<file path="config.mk">
export PLATFORM = sky130hd
export DESIGN_NAME = cmc_control_top
export DESIGN_NICKNAME = d
export VERILOG_FILES = /design/src/cmc_pkg.sv /design/src/cmc_control_top.sv /design/src/cmc_ref_divider.sv /design/src/cmc_selftrim_seq.sv
export SDC_FILE = /design/constraint.sdc
export NUM_CORES = 1
export LEC_CHECK = 0
export BUFFER_PORTS_ARGS = -buffer_cell sky130_fd_sc_hd__buf_2
export CAP_MARGIN = 10
export CORE_ASPECT_RATIO = 2
export CORE_MARGIN = 1.5
export CORE_UTILIZATION = 40
export DETAILED_ROUTE_END_ITERATION = 10
export PLACE_DENSITY = 0.68
export SETUP_SLACK_MARGIN = 0.3
export SLEW_MARGIN = 20
export SYNTH_ARGS = -nofsm -noshare
export SYNTH_HDL_FRONTEND = slang
export SYNTH_SLANG_ARGS = --single-unit
</file>
<file path="constraint.sdc">
create_clock -name aclk -period 3.8 [get_ports aclk]
set_input_delay 0.76 -clock aclk [delete_from_list [all_inputs] [get_ports aclk]]
set_output_delay 0.76 -clock aclk [all_outputs]
set_load 0.03 [all_outputs]
</file>
<file path="src/cmc_pkg.sv">
// Shared constants for the converter mode, self-trim and sync control block.
// Assumes a single 20 MHz clock; no interrupts; AXI4-Lite register access.
package cmc_pkg;

  // ==========================================================================
  // Bus and register map
  localparam int          ADDR_W          = 8;
  localparam int          DATA_W          = 32;
  localparam int          REG_W           = 16;
  localparam int          IDX_W           = 6;
  localparam logic [5:0]  IDX_MODE        = 6'h00;
  localparam logic [5:0]  IDX_SYNC        = 6'h0e;
  localparam logic [5:0]  IDX_STATUS      = 6'h10;
  localparam logic [15:0] MODE_RESET      = 16'h0000;
  localparam logic [15:0] SYNC_RESET      = 16'h0000;
  localparam logic [1:0]  RESP_OKAY       = 2'h0;
  localparam logic [1:0]  RESP_SLVERR     = 2'h2;

  // ==========================================================================
  // Field positions
  localparam int          MODE_CAL_BIT    = 15;
  localparam int          MODE_ILV_BIT    = 7;
  localparam int          SYNC_OUT_EN_BIT = 1;
  localparam int          SYNC_DLY_LSB    = 8;
  localparam int          SYNC_DLY_W      = 4;
  localparam int          STAT_RUN_BIT    = 0;
  localparam int          STAT_ILV_BIT    = 1;
  localparam int          STAT_ECM_BIT    = 2;
  localparam int          STAT_WAIT_BIT   = 3;

  // ==========================================================================
  // Timing
  localparam int          CLK_PERIOD_NS   = 50;
  localparam int          WAIT_LONG_US    = 1000;
  localparam int          WAIT_SHORT_US   = 100;
  localparam int          CAL_RUN_US      = 50;
  localparam int          CNT_W           = 32;

  function automatic int us_to_cycles(input int us);
    us_to_cycles = (us * 1000 + CLK_PERIOD_NS - 1) / CLK_PERIOD_NS;
  endfunction : us_to_cycles

  // ==========================================================================
  // Self-trim sequencer states
  typedef enum logic [3:0]
  {
    ST_POR   = 4'b0001,
    ST_WAIT  = 4'b0010,
    ST_READY = 4'b0100,
    ST_RUN   = 4'b1000
  } cmc_cal_state_type;

endpackage : cmc_pkg

</file>
<file path="src/cmc_control_top.sv">
// Mode, self-trim and multi-device sync control with an AXI4-Lite register port.
// Assumes all pins are synchronous to aclk; one write and one read in flight.
`timescale 1ns/10ps
module cmc_control_top
#(
  parameter int WAIT_LONG_CYC  = cmc_pkg::us_to_cycles(cmc_pkg::WAIT_LONG_US),
  parameter int WAIT_SHORT_CYC = cmc_pkg::us_to_cycles(cmc_pkg::WAIT_SHORT_US),
  parameter int RUN_CYC        = cmc_pkg::us_to_cycles(cmc_pkg::CAL_RUN_US)
)
(
  input  wire logic                          aclk,
  input  wire logic                          aresetn,
  input  wire logic                          s_axi_awvalid,
  output logic                               s_axi_awready,
  input  wire logic [cmc_pkg::ADDR_W-1:0]    s_axi_awaddr,
  input  wire logic [2:0]                    s_axi_awprot,
  input  wire logic                          s_axi_wvalid,
  output logic                               s_axi_wready,
  input  wire logic [cmc_pkg::DATA_W-1:0]    s_axi_wdata,
  input  wire logic [cmc_pkg::DATA_W/8-1:0]  s_axi_wstrb,
  output logic                               s_axi_bvalid,
  input  wire logic                          s_axi_bready,
  output logic [1:0]                         s_axi_bresp,
  input  wire logic                          s_axi_arvalid,
  output logic                               s_axi_arready,
  input  wire logic [cmc_pkg::ADDR_W-1:0]    s_axi_araddr,
  input  wire logic [2:0]                    s_axi_arprot,
  output logic                               s_axi_rvalid,
  input  wire logic                          s_axi_rready,
  output logic [cmc_pkg::DATA_W-1:0]         s_axi_rdata,
  output logic [1:0]                         s_axi_rresp,
  input  wire logic                          serial_control_enable_n,
  input  wire logic                          interleave_select,
  input  wire logic                          power_on_trim_wait_select,
  input  wire logic                          selftrim_request,
  input  wire logic                          sync_enable,
  input  wire logic                          sync_slave,
  input  wire logic                          ref_clk_in,
  output logic                               sync_ref_clock_out_a,
  output logic                               sync_ref_clock_out_b,
  output logic                               interleave_active,
  output logic                               selftrim_running
);
  import cmc_pkg::*;

  localparam int DLY_TAPS = 1 << SYNC_DLY_W;

  // ==========================================================================
  // Declarations
  logic                    aw_held_ff;
  logic [IDX_W-1:0]        aw_idx_ff;
  logic                    w_held_ff;
  logic [DATA_W-1:0]       w_data_ff;
  logic [DATA_W/8-1:0]     w_strb_ff;
  logic                    bvalid_ff;
  logic [1:0]              bresp_ff;
  logic                    rvalid_ff;
  logic [DATA_W-1:0]       rdata_ff;
  logic [1:0]              rresp_ff;
  logic                    do_write;
  logic [IDX_W-1:0]        ar_idx;
  logic                    wr_hit;
  logic                    rd_hit;
  logic [REG_W-1:0]        mode_reg_ff;
  logic [REG_W-1:0]        sync_reg_ff;
  logic [REG_W-1:0]        nxt_mode_reg;
  logic [REG_W-1:0]        nxt_sync_reg;
  logic [REG_W-1:0]        status_word;
  logic                    ext_mode;
  logic                    interleave_ff;
  logic [DLY_TAPS-1:0]     ref_line_ff;
  logic                    ref_tap;
  logic                    ref_tap_prev_ff;
  logic                    align_pulse;
  logic [SYNC_DLY_W-1:0]   ref_delay;
  logic                    trim_request;
  logic                    trim_running;
  logic                    trim_waiting;

  // ==========================================================================
  // Mode selection
  assign ext_mode = ~serial_control_enable_n;

  // ==========================================================================
  // Register index decode; status takes writes but ignores them
  always_comb
  begin
    wr_hit = 1'b0;
    if (aw_idx_ff == IDX_MODE)
      wr_hit = 1'b1;
    else if (aw_idx_ff == IDX_SYNC)
      wr_hit = 1'b1;
    else if (aw_idx_ff == IDX_STATUS)
      wr_hit = 1'b1;
  end

  // Unmapped reads answer zero with an error code
  always_comb
  begin
    rd_hit = 1'b0;
    if (ar_idx == IDX_MODE)
      rd_hit = 1'b1;
    else if (ar_idx == IDX_SYNC)
      rd_hit = 1'b1;
    else if (ar_idx == IDX_STATUS)
      rd_hit = 1'b1;
  end

  // ==========================================================================
  // AXI4-Lite write channel: address and data taken in either order
  assign s_axi_awready = ~aw_held_ff;
  assign s_axi_wready  = ~w_held_ff;
  assign do_write      = aw_held_ff & w_held_ff & ~bvalid_ff;

  always_ff @(posedge aclk)
  begin
    if (!aresetn)
    begin
      aw_held_ff <= 1'b0;
      aw_idx_ff  <= '0;
    end
    else if (s_axi_awvalid && !aw_held_ff)
    begin
      aw_held_ff <= 1'b1;
      aw_idx_ff  <= s_axi_awaddr[ADDR_W-1:2];
    end
    else if (do_write)
      aw_held_ff <= 1'b0;
  end

  always_ff @(posedge aclk)
  begin
    if (!aresetn)
    begin
      w_held_ff <= 1'b0;
      w_data_ff <= '0;
      w_strb_ff <= '0;
    end
    else if (s_axi_wvalid && !w_held_ff)
    begin
      w_held_ff <= 1'b1;
      w_data_ff <= s_axi_wdata;
      w_strb_ff <= s_axi_wstrb;
    end
    else if (do_write)
      w_held_ff <= 1'b0;
  end

  always_ff @(posedge aclk)
  begin
    if (!aresetn)
    begin
      bvalid_ff <= 1'b0;
      bresp_ff  <= RESP_OKAY;
    end
    else if (do_write)
    begin
      bvalid_ff <= 1'b1;
      if (wr_hit)
        bresp_ff <= RESP_OKAY;
      else
        bresp_ff <= RESP_SLVERR;
    end
    else if (s_axi_bready)
      bvalid_ff <= 1'b0;
  end

  assign s_axi_bvalid = bvalid_ff;
  assign s_axi_bresp  = bresp_ff;

  // ==========================================================================
  // Register next values; byte lanes 0 and 1 carry the 16-bit registers
  always_comb
  begin
    nxt_mode_reg = mode_reg_ff;
    nxt_sync_reg = sync_reg_ff;
    if (do_write && aw_idx_ff == IDX_MODE)
    begin
      if (w_strb_ff[0])
        nxt_mode_reg[7:0] = w_data_ff[7:0];
      if (w_strb_ff[1])
        nxt_mode_reg[15:8] = w_data_ff[15:8];
    end
    else if (do_write && aw_idx_ff == IDX_SYNC)
    begin
      if (w_strb_ff[0])
        nxt_sync_reg[7:0] = w_data_ff[7:0];
      if (w_strb_ff[1])
        nxt_sync_reg[15:8] = w_data_ff[15:8];
    end
  end

  // Registers sit at defaults whenever serial control is off
  always_ff @(posedge aclk)
  begin
    if (!aresetn || !ext_mode)
    begin
      mode_reg_ff <= MODE_RESET;
      sync_reg_ff <= SYNC_RESET;
    end
    else
    begin
      mode_reg_ff <= nxt_mode_reg;
      sync_reg_ff <= nxt_sync_reg;
    end
  end

  // ==========================================================================
  // AXI4-Lite read channel
  assign s_axi_arready = ~rvalid_ff;
  assign ar_idx        = s_axi_araddr[ADDR_W-1:2];

  always_comb
  begin
    status_word                = '0;
    status_word[STAT_RUN_BIT]  = trim_running;
    status_word[STAT_ILV_BIT]  = interleave_ff;
    status_word[STAT_ECM_BIT]  = ext_mode;
    status_word[STAT_WAIT_BIT] = trim_waiting;
  end

  always_ff @(posedge aclk)
  begin
    if (!aresetn)
    begin
      rvalid_ff <= 1'b0;
      rdata_ff  <= '0;
      rresp_ff  <= RESP_OKAY;
    end
    else if (s_axi_arvalid && !rvalid_ff)
    begin
      rvalid_ff <= 1'b1;
      rresp_ff  <= rd_hit ? RESP_OKAY : RESP_SLVERR;
      if (ar_idx == IDX_MODE)
        rdata_ff <= {{(DATA_W-REG_W){1'b0}}, mode_reg_ff};
      else if (ar_idx == IDX_SYNC)
        rdata_ff <= {{(DATA_W-REG_W){1'b0}}, sync_reg_ff};
      else if (ar_idx == IDX_STATUS)
        rdata_ff <= {{(DATA_W-REG_W){1'b0}}, status_word};
      else
        rdata_ff <= '0;
    end
    else if (s_axi_rready)
      rvalid_ff <= 1'b0;
  end

  assign s_axi_rvalid = rvalid_ff;
  assign s_axi_rdata  = rdata_ff;
  assign s_axi_rresp  = rresp_ff;

  // ==========================================================================
  // Interleaved sampling select
  always_ff @(posedge aclk)
  begin
    if (!aresetn)
      interleave_ff <= 1'b0;
    else if (ext_mode)
      interleave_ff <= mode_reg_ff[MODE_ILV_BIT];
    else
      interleave_ff <= interleave_select;
  end

  assign interleave_active = interleave_ff;

  // ==========================================================================
  // Reference input delay line; tap zero is one clock of delay
  always_ff @(posedge aclk)
  begin
    if (!aresetn)
      ref_line_ff <= '0;
    else
      ref_line_ff <= {ref_line_ff[DLY_TAPS-2:0], ref_clk_in};
  end

  // Delay only adjustable in extended mode; pins give no tap choice
  assign ref_delay = ext_mode ? sync_reg_ff[SYNC_DLY_LSB +: SYNC_DLY_W]
                              : '0;
  assign ref_tap   = ref_line_ff[ref_delay];

  always_ff @(posedge aclk)
  begin
    if (!aresetn)
      ref_tap_prev_ff <= 1'b0;
    else
      ref_tap_prev_ff <= ref_tap;
  end

  // With sync_enable and sync_slave high, a rising edge of the delayed reference resets the divider phase
  assign align_pulse = sync_enable & sync_slave & ref_tap & ~ref_tap_prev_ff;

  cmc_ref_divider u_divider
  (
    .aclk    (aclk),
    .aresetn (aresetn),
    .align   (align_pulse),
    .enable  (sync_reg_ff[SYNC_OUT_EN_BIT]),
    .out_a   (sync_ref_clock_out_a),
    .out_b   (sync_ref_clock_out_b)
  );

  // ==========================================================================
  // Self-trim request and sequencer
  assign trim_request = selftrim_request | (ext_mode & mode_reg_ff[MODE_CAL_BIT]);

  cmc_selftrim_seq
  #(
    .WAIT_LONG_CYC  (WAIT_LONG_CYC),
    .WAIT_SHORT_CYC (WAIT_SHORT_CYC),
    .RUN_CYC        (RUN_CYC)
  )
  u_selftrim
  (
    .aclk        (aclk),
    .aresetn     (aresetn),
    .wait_select (power_on_trim_wait_select),
    .request     (trim_request),
    .running     (trim_running),
    .waiting     (trim_waiting)
  );

  assign selftrim_running = trim_running;

  // Protection bits carry no meaning for this slave
  logic unused_prot;
  assign unused_prot = ^{s_axi_awprot, s_axi_arprot, w_data_ff[DATA_W-1:REG_W],
                         w_strb_ff[DATA_W/8-1:2]};

endmodule : cmc_control_top

</file>
<file path="src/cmc_ref_divider.sv">
// Divide-by-four reference clock generator with phase alignment.
// Assumes align is a one-cycle pulse on aclk.
`timescale 1ns/10ps
module cmc_ref_divider
(
  input  wire logic aclk,
  input  wire logic aresetn,
  input  wire logic align,
  input  wire logic enable,
  output logic      out_a,
  output logic      out_b
);
  import cmc_pkg::*;

  logic [1:0] phase_ff;
  logic       out_a_ff;
  logic       out_b_ff;

  // ==========================================================================
  // Phase counter
  always_ff @(posedge aclk)
  begin
    if (!aresetn)
      phase_ff <= 2'h0;
    else if (align)
      phase_ff <= 2'h0;
    else
      phase_ff <= phase_ff + 2'h1;
  end

  // ==========================================================================
  // Outputs, held low while disabled
  always_ff @(posedge aclk)
  begin
    if (!aresetn)
    begin
      out_a_ff <= 1'b0;
      out_b_ff <= 1'b0;
    end
    else
    begin
      out_a_ff <= enable & phase_ff[1];
      out_b_ff <= enable & phase_ff[1];
    end
  end

  assign out_a = out_a_ff;
  assign out_b = out_b_ff;

endmodule : cmc_ref_divider

</file>
<file path="src/cmc_selftrim_seq.sv">
// Power-on wait and on-command self-trim sequencer.
// Assumes request is the already-combined pin and register request level.
`timescale 1ns/10ps
module cmc_selftrim_seq
#(
  parameter int WAIT_LONG_CYC  = 20000,
  parameter int WAIT_SHORT_CYC = 2000,
  parameter int RUN_CYC        = 1000
)
(
  input  wire logic aclk,
  input  wire logic aresetn,
  input  wire logic wait_select,
  input  wire logic request,
  output logic      running,
  output logic      waiting
);
  import cmc_pkg::*;

  cmc_cal_state_type    state_ff;
  logic [CNT_W-1:0]     cnt_ff;
  logic                 armed_ff;

  // ==========================================================================
  // Sequencer
  always_ff @(posedge aclk)
  begin
    if (!aresetn)
    begin
      state_ff <= ST_POR;
      cnt_ff   <= '0;
    end
    else
    begin
      case (state_ff)
        ST_POR:
        begin
          if (request)
            state_ff <= ST_READY;
          else
          begin
            state_ff <= ST_WAIT;
            cnt_ff   <= wait_select ? CNT_W'(WAIT_LONG_CYC - 1)
                                    : CNT_W'(WAIT_SHORT_CYC - 1);
          end
        end
        ST_WAIT:
        begin
          if (cnt_ff == '0)
          begin
            state_ff <= ST_RUN;
            cnt_ff   <= CNT_W'(RUN_CYC - 1);
          end
          else
            cnt_ff <= cnt_ff - 1'b1;
        end
        ST_READY:
        begin
          if (armed_ff && request)
          begin
            state_ff <= ST_RUN;
            cnt_ff   <= CNT_W'(RUN_CYC - 1);
          end
        end
        ST_RUN:
        begin
          // Requests are not looked at here, so a run is never restarted
          if (cnt_ff == '0)
            state_ff <= ST_READY;
          else
            cnt_ff <= cnt_ff - 1'b1;
        end
        default:
          state_ff <= ST_POR;
      endcase
    end
  end

  // ==========================================================================
  // Low level must be seen while ready before a high counts
  always_ff @(posedge aclk)
  begin
    if (!aresetn)
      armed_ff <= 1'b0;
    else if (state_ff != ST_READY)
      armed_ff <= 1'b0;
    else if (!request)
      armed_ff <= 1'b1;
  end

  assign running = (state_ff == ST_RUN);
  assign waiting = (state_ff == ST_WAIT);

endmodule : cmc_selftrim_seq

</file>
==> reports/results.tsv, run 1 <==
metric	value	unit
EDFF count, synth	0	
worst endpoint required time	4.10	ns
cts repair resizes	0	
synthesis-stage register bit count	136	
Synth Flop Type	dfxtp_1	
Syn Area/Cell	8.87	µm²
final wirelength	15700	µm
worst-skew pair later-pin latency	0.43	ns
Rows	63	
Psw	1.52	mW
post-route setup slack	0.966	ns
Sink Count	136	
Clock power frac	38.0	%
Crit Path Max Fanout	19	
# diodes	0	
Hold WC Path Type	flop to flop	
Synth async-reset ratio	0	%
Synth cell types	70	
Routed wire per std cell	16.5	µm
DIE AREA	16000	µm²
WHS Path Cells	1	
Fmax	353	MHz
setup total negative slack	0	ns
Vias	5307	
first-pass GRT wire length	25600	µm
htree depth	4	
cell taking the most area after synthesis	dfxtp_1	
Via density	5.55	
Net Sw Frac	35.3	%
synth warn	0	
Slew Viols, Final	0	
final period utilization	74.6	%
GRT Util Overall	20.4	%
Finished Cell Area	7130	µm²
core area	14800	µm²
# nets final	822	
area share of the largest cell type after synthesis	44.7	%
IO buf count	70	
remaining antenna violation count after routing	0	
fillers	1508	
Die Y	177	µm
clock root cell	clkbuf_16	
initial antenna violation count	0	
Crit. End Element	flop	
final RePlAce weighted congestion	0.878	
Slew HR	37.7	%
placed inst area	6540	µm²
CTS Buf Count	17	
Multi-input gate area	3070	µm²
CP Class	flop to flop	
Tot Pwr	4.31	mW
Least-Margin Pin Slew	0.931	ns
RSZ-0062 raised after global routing	false	
synth-to-layout area growth	17.1	%
run status	completed	
met3 usage	3.86	%
vias in the first global route	5330	
register area	2720	µm²
share of layout cells above drive strength 1	18.0	%
grt met1 use	18.7	%
Mapped Area	6080	µm²
met2 usage	41.1	%
r2r worst-path depth	8	
drc violations	0	
Reg clk slew, reported paths	0.06	ns
I/O pin count	117	
GRT busiest layer	met2	
synthesized instance count	686	
largest net degree at the start of global routing	40	
maxcap violations	0	
sequential-to-total area share from yosys stat	44.7	%
Flop pwr share	38.1	%
Cell Int Power	2.79	mW
Worst Path Arrival	3.14	ns
Die Span X	90.2	µm
Setup-failing EPs final	0	
postcts setup bufs	0	
gr ovfl total	0	
pwr/cell area	605	nW/µm²
Startpoint Class	flop	
endpoints failing hold	0	
worst slack, placed	1.00	ns
post-route minimum period	2.83	ns
Initial Utilization	41.1	%
ranking of synthesized cells by area	dfxtp_1 (45%), mux2i_1 (6.6%), nor2_1 (5.1%)	
TritonCTS clock tree	built	
initial DRC count	204	
drt pass-1 iters	4	
maximum vdd drop	0.353	mV
cts hold-fix bufs	0	
clk buf depth	2	
Static Leak	3.05	nW
Clock Skew	0.0107	ns
HPWL after detailed placement	11400	µm
power share of the combinational group	23.8	%
-- worst max-delay path: stages (launching register included) --
cell,delay [ns]
dfxtp_1,0.49
nor2_1,0.13
nand2_1,0.22
clkinv_1,0.32
nor2_1,0.60
a31oi_1,0.34
o31ai_4,0.28
buf_4,0.28
a21oi_1,0.06
-- stage by stage --
step           std cells  hold slack [ns]  utilization [%]
6_report             957            0.446             48.1
5_1_grt              957            0.466             48.1
4_1_cts              957            0.449             48.1
3_5_place_dp         925            0.440             44.1
3_3_place_gp         925            0.432             44.1
2_1_floorplan        703            0.422                -
-- metal layers --
layer | vias up | share of wire, %
li1 | 2591 | -
met1 | 2533 | 36
met2 | 153 | 57
met3 | 30 | 3.8
met4 | 0 | 2.6
met5 | - | 0
-- state kept, by name (all words and copies together), names as in the netlist, 4 cells and up --
register / flops
aw_idx_ff: 6
s_axi_rdata: 16
u_selftrim.state_ff: 4
mode_reg_ff: 16
u_selftrim.cnt_ff: 32
w_data_ff: 16
sync_reg_ff: 16
ref_line_ff: 16
-- layout by cell type (no fill, tap or decap), types with 7 or more instances in the layout --
cell type,count
nor4_1,10
nand2_1,58
a221oi_1,16
o31ai_1,11
nand3_1,14
nand2b_1,7
inv_1,10
or4_1,15
a211oi_1,8
nor2b_1,9
nor2_1,83
a21oi_1,54
and2_1,19
buf_4,15
nor3_1,27
clkbuf_16,17
conb_1,18
buf_2,70
or3_1,11
mux2i_1,40
dfxtp_1,136
o21ai_0,13
-- cell type report --
| type | count | area share, % |
|---|---|---|
| Multi-Input combinational cell | 498 | 43.0 |
| Tap cell | 195 | 3.42 |
| Clock buffer | 18 | 6.16 |
| Timing Repair Buffer | 85 | 6.50 |
| Clock inverter | 14 | 2.11 |
| Sequential cell | 136 | 38.2 |
| Inverter | 11 | 0.579 |
-- kinds of logic after synthesis --
group	share of synthesized area, %
xor gates and xnor gates	0.576
other	0.0616
adders and majority gates	0.206
and+or+nand+nor	24.1
DFF	44.7
buffers and inverters	5.92
muxes	7.69
AOI/OAI and AO/OA	16.7
-- cell usage after synthesis, drive strengths merged, types with 7 or more instances --
cell / n
a221oi: 16
nor4: 10
nand2: 58
a21oi: 54
o31ai: 14
o21ai: 16
or4: 17
nand3: 14
clkbuf: 26
dfxtp: 136
and2: 19
nor2b: 9
or3: 11
a211oi: 8
nor2: 83
buf: 32
nand2b: 7
inv: 10
nor3: 30
mux2i: 40
-- power by group through the flow --
stage	sequential (mW)	combinational, mW	clock, mW
6_report	1.64	1.03	1.64
5_1_grt	1.66	1.13	1.72
4_1_cts	1.64	1.03	1.66
3_5_place_dp	1.67	1.02	0
3_3_place_gp	1.67	1.01	0
2_1_floorplan	1.66	0.773	0
-- final timing paths --
| check | endpoint | startpoint | slack (ns) |
|---|---|---|---|
| setup / recovery | u_selftrim.cnt_ff[16] | u_selftrim.state_ff[0] | 0.97 |
| hold reg to reg | u_divider.phase_ff[0] | u_divider.phase_ff[0] | 0.45 |
| setup reg to reg | u_selftrim.cnt_ff[16] | u_selftrim.state_ff[0] | 0.97 |
| hold / removal | u_divider.phase_ff[0] | u_divider.phase_ff[0] | 0.45 |
No activity file was read; power rests on OpenSTA's default activity.
==> run 2: changes to the inputs <==
Clock period 3.8 ns to 2.7 ns, I/O delays scaled along.
==> run 2 against run 1 <==
Compared with the run above: wire length rose by 6.6%; final cell count grew 4.0%; largest power group unchanged; via count rose by 4.1%; critical endpoint is now u_selftrim.cnt_ff[29]; utilization is 2.9 points higher; clock power up 40%; first-iteration DRC count is 56% higher; combinational power is 82% higher; maximum frequency increased by 17%; critical path depth is 2 lower; non-clock buffer count grew 38; count of clock-buffer cells in the layout increased by 2.
==> reports/results.tsv, run 2 (same netlist as run 1, synthesis figures left out) <==
metric	value	unit
Rows	63	
I/O pin count	117	
Initial Utilization	41.1	%
CP Class	flop to flop	
Routed wire per std cell	16.9	µm
endpoints failing hold	0	
remaining antenna violation count after routing	0	
Crit Path Max Fanout	2	
Crit path top cell by count	or4_4	
gr ovfl total	0	
Worst Path Arrival	2.77	ns
drc violations	0	
CTS Buf Count	17	
maxcap violations	0	
worst-skew pair later-pin latency	0.42	ns
# nets final	860	
crit path cell chain	or4_4 > or4_4 > buf_6 > a311o_1 > or3_4 > a21oi_2	
maximum vdd drop	0.530	mV
Crit. End Element	flop	
DIE AREA	16000	µm²
Top reg by flops	u_selftrim.cnt_ff	
initial antenna violation count	0	
fillers	1466	
Slew Viols, Final	0	
first-pass GRT wire length	27000	µm
share of layout cells above drive strength 1	24.1	%
setup total negative slack	0	ns
Placed Cells	954	
Finished Cell Area	7550	µm²
Static Leak	3.26	nW
final wirelength	16800	µm
Least-Margin Pin Slew	0.734	ns
most frequent cells in the layout	dfxtp_1 (133), nor2_1 (82), buf_2 (70)	
post-route minimum period	2.42	ns
Final Instance Count excl. Fillers	995	
largest net degree at the start of global routing	40	
pwr/cell area	858	nW/µm²
Startpoint Class	flop	
Via density	5.55	
TritonCTS clock tree	built	
Clock Skew	0.00887	ns
GRT Util Overall	21.5	%
Die Y	177	µm
HPWL after detailed placement	12100	µm
final hold slack	0.305	ns
Hold WC Path Type	input pin to flop	
placed inst area	6770	µm²
Reg clk slew, reported paths	0.06	ns
vias in the first global route	5461	
run status	completed	
CP max-delay cell	or4_4	
Vias	5524	
Die Span X	90.2	µm
cts hold-fix bufs	0	
IO buf count	70	
worst slack, placed	0.0640	ns
initial DRC count	319	
clock root cell	clkbuf_16	
final period utilization	89.5	%
clk buf depth	2	
final RePlAce weighted congestion	0.892	
Fmax	414	MHz
max reg flops	32	
most common cell after layout, fill and taps aside	dfxtp_1	
# diodes	0	
worst endpoint required time	3.05	ns
synth-to-layout area growth	24.1	%
htree depth	4	
Sink Count	136	
drt pass-1 iters	5	
Slew HR	50.9	%
core area	14800	µm²
RSZ-0062 raised after global routing	true	
CP max stage delay	0.57	ns
post-route setup slack	0.283	ns
Setup-failing EPs final	0	
run 2: final timing paths:
| path | startpoint | end | cells after the start | slack [ns] |
|---|---|---|---|---|
| worst max-delay path | u_selftrim.cnt_ff[8] | u_selftrim.cnt_ff[29] | 6 | 0.28 |
| worst min-delay path | s_axi_rready | s_axi_rvalid | 2 | 0.31 |
| worst max register to register | u_selftrim.cnt_ff[8] | u_selftrim.cnt_ff[29] | 6 | 0.28 |
| worst min register to register | u_divider.phase_ff[0] | u_divider.phase_ff[0] | 1 | 0.45 |
run 2: what timing repair did:
item	in CTS	in global routing
setup buffers	4	5
endpoints found under the setup margin	34	27
resized for setup	16	16
cloned	0	0
pin swaps	10	10
run 2: final cells by class:
cell class	instances	area, µm²	share of cell area (%)
Multi-Input combinational cell	498	3180	42.1
Sequential cell	136	2730	36.1
Timing Repair Buffer	123	779	10.3
Clock buffer	20	437	5.78
Tap cell	195	244	3.23
Clock inverter	12	141	1.87
Inverter	11	42.5	0.563
run 2: metal layers:
layer  track usage, %  vias to the layer above  routed length, µm
met5                0                        -                  0
met4             14.9                        0                997
met3             4.41                       58                705
met2             41.5                      171               9140
met1             19.7                     2632               5940
li1                 -                     2663                  -
run 2: power by group:
group / leakage [nW] / switching [mW] / internal (mW) / total [mW]
Combinational: 1.88 / 1.09 / 0.787 / 1.87
Clock: 0.276 / 0.922 / 1.38 / 2.30
Sequential: 1.11 / 0.148 / 2.16 / 2.31
Total: 3.26 / 2.16 / 4.32 / 6.48
run 2: per-stage QoR:
stage	utilization [%]	total power [mW]
floorplan	-	3.42
global placement	45.7	3.91
detailed placement	45.7	3.93
CTS	50.2	6.36
global route	51.0	6.76
finish	51.0	6.48
run 2: worst max-delay path, delay by kind of cell, from the launching register on:
| family | cells | cell delay [ns] |
|---|---|---|
| and+or+nand+nor | 3 | 1.46 |
| AOI/OAI and AO/OA | 2 | 0.41 |
| DFF | 1 | 0.34 |
| buffers and inverters | 1 | 0.15 |
